`src/hdl/silence_pin_cfg.svh`:
```
`ifndef SILENCE_PIN_CFG_SVH
`define SILENCE_PIN_CFG_SVH

// ----------------------------------------
// register indices (byte address = 4 * index)
// ----------------------------------------
`define IDX_STATUS_SEL 6'h02
`define IDX_PIN_DIR 6'h03
`define IDX_FUNC_A 6'h0c
`define IDX_FUNC_B 6'h0d
`define IDX_CTRL 6'h10
`define IDX_STATUS 6'h11

// ----------------------------------------
// field positions and reset values
// ----------------------------------------
`define DIR_OUT_BIT 3
`define RST_PIN_DIR 4'h0
`define RST_FUNC_A 4'h0
`define RST_FUNC_B 4'h0
`define RST_CTRL 4'h0
`define RST_STATUS_SEL 4'h0
`define SEL_FIRST_PIN 4'h0
`define SEL_SHARED_PIN 4'h1
`define SEL_LEFT_SIL 4'h2
`define SEL_RIGHT_SIL 4'h3
`define PIN_MODE_FUNC 2'h1
`define PIN_MODE_LOW 2'h2
`define PIN_MODE_HIGH 2'h3

// ----------------------------------------
// timing
// ----------------------------------------
`define AUDIO_W 16
`define SIL_CNT_W 24
`define CLK_HZ 64'd50000000
`define SILENCE_TIME_MS 64'd270
`define SILENCE_CYCLES \
  24'((`SILENCE_TIME_MS * `CLK_HZ + 64'd999) / 64'd1000)

`endif

```
`src/hdl/silence_pin_pkg.sv`:
```
package silence_pin_pkg;

  typedef struct packed {
    logic split_mode;
    logic [1:0] third_mode;
    logic first_ext;
  } func_a_t;

  typedef struct packed {
    logic [1:0] fifth_mode;
    logic [1:0] fourth_mode;
  } func_b_t;

  typedef struct packed {
    logic rsvd;
    logic audio_off;
    logic cdrom_mode;
    logic mute;
  } ctrl_t;

  typedef struct packed {
    logic right_sil;
    logic left_sil;
    logic shared_lvl;
    logic first_lvl;
  } status_t;

  function automatic logic is_silent(input logic [15:0] w);
    is_silent = (w == 16'h0000) || (&w);
  endfunction

endpackage

```
`src/hdl/silence_timer.sv`:
```
`timescale 1ns/10ps
`include "silence_pin_cfg.svh"

module silence_timer
#(
  parameter logic [`SIL_CNT_W-1:0] SILENCE_CYCLES = `SILENCE_CYCLES
)
(
  input wire logic clk_sys,
  input wire logic rst,
  input wire logic clear,
  output logic done
);

  logic [`SIL_CNT_W-1:0] cnt_ff;
  logic [`SIL_CNT_W-1:0] nxt_cnt;

  // saturates so a long silence never wraps back to not-done
  assign done = (cnt_ff == SILENCE_CYCLES);
  assign nxt_cnt = clear ? '0 : (done ? cnt_ff : cnt_ff + 1'b1);

  always_ff @(posedge clk_sys)
  begin
    if (rst)
      cnt_ff <= '0;
    else
      cnt_ff <= nxt_cnt;
  end

endmodule

```
`src/hdl/silence_detect_and_pin_mux.sv`:
```
// Local design decision: register access over APB.
`timescale 1ns/10ps
`include "silence_pin_cfg.svh"

// What this block does
// - silence is an all-zero or all-one word
// - silence output low after 270 ms silence
// - mute or cd-rom mode forces silence output and third pin (right silence) low
// - combined mode needs both channels silent
// - split mode: left on main, right on third
// - audio off disables detection, outputs stay active
// - audio off may leave fifth pin undefined
// - direction bit 3: 0 input (reset), 1 open-drain
// - direction and function fields stay independent
// - first pin external or internal off-track
// - shared pin input level readable via status
// - third pin right silence, low or high
// - fourth pin motor, subcode, low or high
// - fifth pin de-emphasis, low or high
// - four-line motor uses two extra pins
module silence_detect_and_pin_mux
  import silence_pin_pkg::*;
#(
  parameter logic [`SIL_CNT_W-1:0] SILENCE_CYCLES = `SILENCE_CYCLES
)
(
  input wire logic clk_sys,
  input wire logic rst,
  input wire logic psel,
  input wire logic penable,
  input wire logic pwrite,
  input wire logic [7:0] paddr,
  input wire logic [31:0] pwdata,
  output logic [31:0] prdata,
  output logic pready,
  output logic pslverr,
  input wire logic audio_valid,
  input wire logic [`AUDIO_W-1:0] audio_left,
  input wire logic [`AUDIO_W-1:0] audio_right,
  input wire logic subcode_qw,
  input wire logic deemph_flag,
  input wire logic pwm4_sel,
  input wire logic motor_bridge_a,
  input wire logic motor_bridge_b,
  input wire logic int_offtrack,
  input wire logic multi_pin_first_in,
  input wire logic shared_multi_pin_i,
  output logic shared_multi_pin_o,
  output logic shared_multi_pin_oe,
  output logic silence_out_n,
  output logic multi_pin_fourth_out,
  output logic multi_pin_fifth_out,
  output logic offtrack_used,
  output logic status_bit_out
);

  // ----------------------------------------
  // register file
  // ----------------------------------------
  logic [3:0] pin_dir_ff;
  func_a_t func_a_ff;
  func_b_t func_b_ff;
  ctrl_t ctrl_ff;
  logic [3:0] status_sel_ff;
  logic [31:0] prdata_ff;
  status_t status;

  wire [5:0] reg_idx = paddr[7:2];
  wire aligned = (paddr[1:0] == 2'b00);
  wire hit_sel = aligned && (reg_idx == `IDX_STATUS_SEL);
  wire hit_dir = aligned && (reg_idx == `IDX_PIN_DIR);
  wire hit_fa = aligned && (reg_idx == `IDX_FUNC_A);
  wire hit_fb = aligned && (reg_idx == `IDX_FUNC_B);
  wire hit_ctrl = aligned && (reg_idx == `IDX_CTRL);
  wire hit_stat = aligned && (reg_idx == `IDX_STATUS);
  wire hit_any = hit_sel | hit_dir | hit_fa | hit_fb | hit_ctrl | hit_stat;
  wire setup_ph = psel && !penable;
  wire wr_en = psel && penable && pwrite;

  // zero wait states; read data is captured during setup
  assign pready = psel && penable;
  assign pslverr = psel && penable && !hit_any;

  // function registers are write-only and read back as zero
  wire [31:0] rd_val = hit_stat ? {28'h0000000, status} :
                       hit_ctrl ? {28'h0000000, ctrl_t'(ctrl_ff)} :
                       hit_sel ? {28'h0000000, status_sel_ff} :
                       32'h00000000;

  always_ff @(posedge clk_sys)
  begin
    if (rst)
    begin
      pin_dir_ff <= `RST_PIN_DIR;
      func_a_ff <= `RST_FUNC_A;
      func_b_ff <= `RST_FUNC_B;
      ctrl_ff <= `RST_CTRL;
      status_sel_ff <= `RST_STATUS_SEL;
    end
    else if (wr_en)
    begin
      // each field has its own register, so order of writes is free
      if (hit_dir)
        pin_dir_ff <= pwdata[3:0];
      if (hit_fa)
        func_a_ff <= pwdata[3:0];
      if (hit_fb)
        func_b_ff <= pwdata[3:0];
      if (hit_ctrl)
        ctrl_ff <= pwdata[3:0];
      if (hit_sel)
        status_sel_ff <= pwdata[3:0];
    end
  end

  always_ff @(posedge clk_sys)
  begin
    if (rst)
      prdata_ff <= 32'h00000000;
    else if (setup_ph)
      prdata_ff <= pwrite ? 32'h00000000 : rd_val;
  end

  assign prdata = prdata_ff;

  // ----------------------------------------
  // pin input synchronisers
  // ----------------------------------------
  logic first_meta_ff;
  logic first_sync_ff;
  logic shared_meta_ff;
  logic shared_sync_ff;

  always_ff @(posedge clk_sys)
  begin
    if (rst)
    begin
      first_meta_ff <= 1'b0;
      first_sync_ff <= 1'b0;
      shared_meta_ff <= 1'b1;
      shared_sync_ff <= 1'b1;
    end
    else
    begin
      first_meta_ff <= multi_pin_first_in;
      first_sync_ff <= first_meta_ff;
      shared_meta_ff <= shared_multi_pin_i;
      shared_sync_ff <= shared_meta_ff;
    end
  end

  // ----------------------------------------
  // silence detection
  // ----------------------------------------
  logic left_sil_ff;
  logic right_sil_ff;
  logic left_done;
  logic right_done;

  wire audio_off = ctrl_ff.audio_off;
  wire forced = ctrl_ff.mute || ctrl_ff.cdrom_mode;
  wire left_word_sil = is_silent(audio_left);
  wire right_word_sil = is_silent(audio_right);

  // a channel stays silent until a non-silent word arrives or audio off is set
  always_ff @(posedge clk_sys)
  begin
    if (rst || audio_off)
    begin
      left_sil_ff <= 1'b0;
      right_sil_ff <= 1'b0;
    end
    else if (audio_valid)
    begin
      left_sil_ff <= left_word_sil;
      right_sil_ff <= right_word_sil;
    end
  end

  silence_timer #(.SILENCE_CYCLES(SILENCE_CYCLES)) u_left_timer
  (
    .clk_sys(clk_sys),
    .rst(rst),
    .clear(!left_sil_ff),
    .done(left_done)
  );

  silence_timer #(.SILENCE_CYCLES(SILENCE_CYCLES)) u_right_timer
  (
    .clk_sys(clk_sys),
    .rst(rst),
    .clear(!right_sil_ff),
    .done(right_done)
  );

  wire main_sil = func_a_ff.split_mode ? left_done :
                  (left_done && right_done);
  wire nxt_silence_n = !(forced || main_sil);
  wire right_kill_n = !(forced || right_done);

  // ----------------------------------------
  // multi-purpose pins
  // ----------------------------------------
  logic silence_n_ff;
  logic third_val_ff;
  logic fourth_ff;
  logic fifth_ff;
  logic offtrack_ff;
  logic status_bit_ff;

  wire dir_out = pin_dir_ff[`DIR_OUT_BIT];
  // third pin value is kept even while the pin is an input
  wire nxt_third = func_a_ff.third_mode[0] ? func_a_ff.third_mode[1] :
                   right_kill_n;
  wire motor_mode = (func_b_ff == 4'h0);
  wire nxt_fourth = motor_mode ? (pwm4_sel && motor_bridge_a) :
    (func_b_ff.fourth_mode == `PIN_MODE_FUNC) ? subcode_qw :
    (func_b_ff.fourth_mode == `PIN_MODE_HIGH);
  // with audio off the de-emphasis flag is passed through as is
  wire nxt_fifth = motor_mode ? (pwm4_sel && motor_bridge_b) :
    (func_b_ff.fifth_mode == `PIN_MODE_FUNC) ? deemph_flag :
    (func_b_ff.fifth_mode == `PIN_MODE_HIGH);
  wire nxt_offtrack = func_a_ff.first_ext ? first_sync_ff :
                      int_offtrack;

  // one driver for the whole struct, not one per field
  assign status = '{
    right_sil: right_done,
    left_sil: left_done,
    shared_lvl: shared_sync_ff,
    first_lvl: first_sync_ff
  };

  wire nxt_status_bit =
    (status_sel_ff == `SEL_FIRST_PIN) ? status.first_lvl :
    (status_sel_ff == `SEL_SHARED_PIN) ? status.shared_lvl :
    (status_sel_ff == `SEL_LEFT_SIL) ? status.left_sil :
    (status_sel_ff == `SEL_RIGHT_SIL) ? status.right_sil :
    1'b0;

  always_ff @(posedge clk_sys)
  begin
    if (rst)
    begin
      silence_n_ff <= 1'b1;
      third_val_ff <= 1'b1;
      fourth_ff <= 1'b0;
      fifth_ff <= 1'b0;
      offtrack_ff <= 1'b0;
      status_bit_ff <= 1'b0;
    end
    else
    begin
      silence_n_ff <= nxt_silence_n;
      third_val_ff <= nxt_third;
      fourth_ff <= nxt_fourth;
      fifth_ff <= nxt_fifth;
      offtrack_ff <= nxt_offtrack;
      status_bit_ff <= nxt_status_bit;
    end
  end

  // open drain: only a low is driven, a high is left to the pull-up
  assign shared_multi_pin_o = 1'b0;
  assign shared_multi_pin_oe = dir_out && !third_val_ff;
  assign silence_out_n = silence_n_ff;
  assign multi_pin_fourth_out = fourth_ff;
  assign multi_pin_fifth_out = fifth_ff;
  assign offtrack_used = offtrack_ff;
  assign status_bit_out = status_bit_ff;

  logic [`SIL_CNT_W-1:0] run_cnt_ff;

  always_ff @(posedge clk_sys)
  begin
    if (rst || !left_sil_ff)
      run_cnt_ff <= '0;
    else if (run_cnt_ff != SILENCE_CYCLES)
      run_cnt_ff <= run_cnt_ff + 1'b1;
  end
endmodule

```
`config.mk`:
```
export PLATFORM = sky130hd
export DESIGN_NAME = silence_detect_and_pin_mux
export DESIGN_NICKNAME = d
export VERILOG_FILES = /design/src/hdl/silence_pin_pkg.sv /design/src/hdl/silence_timer.sv /design/src/hdl/silence_detect_and_pin_mux.sv
export VERILOG_INCLUDE_DIRS = /design/src /design/src/hdl
export SDC_FILE = /design/constraint.sdc
export NUM_CORES = 1
export LEC_CHECK = 0
export BUFFER_PORTS_ARGS = -buffer_cell sky130_fd_sc_hd__buf_2
export CAP_MARGIN = 30
export CORE_ASPECT_RATIO = 1.1
export CORE_MARGIN = 2
export CORE_UTILIZATION = 38
export CTS_CLUSTER_DIAMETER = 150
export CTS_CLUSTER_SIZE = 24
export DETAILED_ROUTE_END_ITERATION = 6
export GPL_ROUTABILITY_DRIVEN = 1
export HOLD_SLACK_MARGIN = 0.12
export SYNTH_ARGS = -nofsm -noshare
export SYNTH_HDL_FRONTEND = slang
export SYNTH_SLANG_ARGS = --single-unit
```
`constraint.sdc`:
```
create_clock -name clk_sys -period 5.02 [get_ports clk_sys]
set_input_delay 1.004 -clock clk_sys [delete_from_list [all_inputs] [get_ports clk_sys]]
set_output_delay 1.004 -clock clk_sys [all_outputs]
set_load 0.01 [all_outputs]
```
==> run summary <==
fin. max-slew vios: 0
GR met2 Demand/Resource: 25.9%
asr flop ratio synth: 0%
# hold bufs at CTS: 0
gpl congestion: 0.824
register bit count reported by yosys: 81
later-pin clock latency in the skew report: 0.33 ns
fin nets: 642
kind of start point of the critical path: input port
dpl hpwl: 7250 um
vias in the first global route: 3,327
total power: 1.32 mW
DR vias: 3,690
layout cells sized above 1: 17.6%
status: complete, no violations
Row Count: 40
post-synthesis cell count: 489
Antenna Violating Nets Remaining: 0
Yosys top cell area share: 38.9%
Synth cell types: 54
endpoints failing setup: 0
M3 GR Usage: 3.37%
Critical R2R Launch: u_right_timer.cnt_ff[2]$_SDFFE_PP0P_
maximum net fanout on the critical path: 12
Crit path required time: 4.02 ns
power per cell area: 275 mW/mm2
FF-to-FF setup slack: 2.96 ns
drt drc: 0
period utilization: 63.2%
Synth Flop Type: dfxtp_1
Ports: 127
WL per Instance: 13.6 um
TritonCTS clock tree: built
Hold Crit Class: reg -> reg
Fin Setup TNS: 0 ns
hold path endpoint: shared_sync_ff$_SDFF_PP1_
post-DR vias/cell: 5.23
gr ovfl total: 0
Mapped Avg Cell Area: 8.53 um2
total CTS buffers: 9
cell area after synthesis: 0.00417 mm2
most frequent cells after synthesis: dfxtp_1 (81), nor2_1 (49), a21oi_1 (30)
clk buf depth: 2
top cells by area, synth: dfxtp_1 (39%), buf_4 (5.2%), nor2_1 (4.4%)
Die Wd: 104 um
Tmin final: 3.17 ns
largest net degree at the start of global routing: 35
initial antenna violation count: 1
WL final: 9610 um
GRT Total Usage: 16.4%
Setup Skew: 0.00585 ns
htree depth: 3
port buffer count: 69
CP arrival: 2.17 ns
1st-iter DRT viols: 135
Worst Reg-to-Reg Cells: 4
area grow syn2layout: 15.1%
Fin. Hold Viols: 0
Max rail drop VDD: 0.000144 V
Core Region: 0.0108 mm2
die outline height: 114 um
Crit. End Element: primary output
GRT met1 Usage: 22.3%
Pleak: 1.79 nW
fmax: 0.315 GHz
Synth area leader: dfxtp_1
max-capacitance violation count: 0
first-pass GRT wire length: 15,800 um
Post-synth EDFFs: 0
worst-margin pin slew: 0.846 ns
Initial Utilization: 38.6%
Root Buffer: clkbuf_16
buffer count from post-CTS setup fixing: 0
count leader, synth: dfxtp_1
Layout fillers: 1,114
Worst Hold Depth: 1
Rel. slew slack: 43.4%
Ys Warns: 0
die area: 0.0118 mm2
Crit Path Class: in -> out
Pre-Repair DR Iteration Count: 4
RSZ-0062 raised after global routing: false
worst reg2reg endpoint: status_bit_out$_SDFF_PP0_
CTS resizes: 0
grt peak-use layer: met2
post-synthesis sequential area ratio: 38.9%
clk sink count: 81
clock slew at reported path FFs: 0.06 ns
HP Start: shared_meta_ff$_SDFF_PP1_
==> logic make-up (layout without fill, tap and decap cells) <==
logic type	Yosys count	after routing	synth area share [%]
buffers and inverters	58	98	7.89
multiplexers	20	20	4.86
AO/OA/AOI/OAI	73	73	10.3
flip-flops	81	81	38.9
XOR/XNOR	23	23	4.83
other	1	30	0.0899
adder cells (fa/ha/maj)	4	4	1.20
AND/OR/NAND/NOR	229	229	32.0
==> stage by stage <==
step | util, % | hold WS (ns) | cells | setup WS (ns) | cell area (um2)
3_3_place_gp | 41.9 | 0.397 | 688 | 1.84 | 4520
4_1_cts | 44.4 | 0.415 | 704 | 1.85 | 4800
2_1_floorplan | - | 0.389 | 517 | 2.17 | 4280
5_1_grt | 44.4 | 0.418 | 704 | 1.77 | 4800
3_5_place_dp | 41.9 | 0.401 | 688 | 1.85 | 4520
6_report | 44.4 | 0.412 | 705 | 1.85 | 4800
==> cell type report <==
type | count | area [um2] | area share, %
diodes | 1 | 2.50 | 0.0521
clock buffers | 9 | 225 | 4.69
clock inverters | 7 | 47.5 | 0.991
inverters | 13 | 48.8 | 1.02
multi-input cells | 378 | 2320 | 48.4
flip-flops and latches | 81 | 1620 | 33.8
well taps | 147 | 184 | 3.83
repair buffers | 69 | 345 | 7.19
==> routing by layer <==
layer | vias to the layer above | wire length [um] | share of wire, %
met2 | 81 | 4440 | 46
met4 | 0 | 110 | 1.1
met3 | 8 | 518 | 5.4
li1 | 1876 | - | -
met5 | - | 0 | 0
met1 | 1725 | 4540 | 47
==> power by group <==
part | switching [mW] | leakage, nW | internal, mW
logic | 0.0478 | 1.01 | 0.0282
registers | 0.00260 | 0.654 | 0.647
clock network | 0.260 | 0.131 | 0.333
total | 0.310 | 1.79 | 1.01
==> worst max-delay path, cell delays in order <==
cell and delay, ns:
buf_2 0.18, or3b_2 0.46, a21oi_1 0.14, o21ai_0 0.07, and2_1 0.19, buf_2 0.13
==> sequential cells by signal, summed over array words and instances (netlist names), 3 cells and up <==
name,flops
ctrl_ff,3
func_a_ff,4
func_b_ff,4
prdata,4
status_sel_ff,4
u_left_timer.cnt_ff,24
u_right_timer.cnt_ff,24
==> cells in the final DEF (no fill, tap or decap), drive strengths merged, types with 16 or more instances in the layout <==
cell type	n
nand2	23
mux2i	18
o21ai	21
nand3	23
dfxtp	81
conb	29
nand4	28
nor4	17
nor2	49
buf	69
a21oi	30
xor2	16
==> worst max path at each step <==
stage               startpoint  endpoint  slack [ns]  cells after the start
CTS                   paddr[6]   pslverr        1.85                      6
detailed placement    paddr[6]   pslverr        1.85                      6
floorplan             paddr[5]   pslverr        2.17                      4
finish                paddr[6]   pslverr        1.85                      6
global placement      paddr[6]   pslverr        1.84                      6
global route          paddr[6]   pslverr        1.77                      6
No activity file was read; power rests on OpenSTA's default activity.
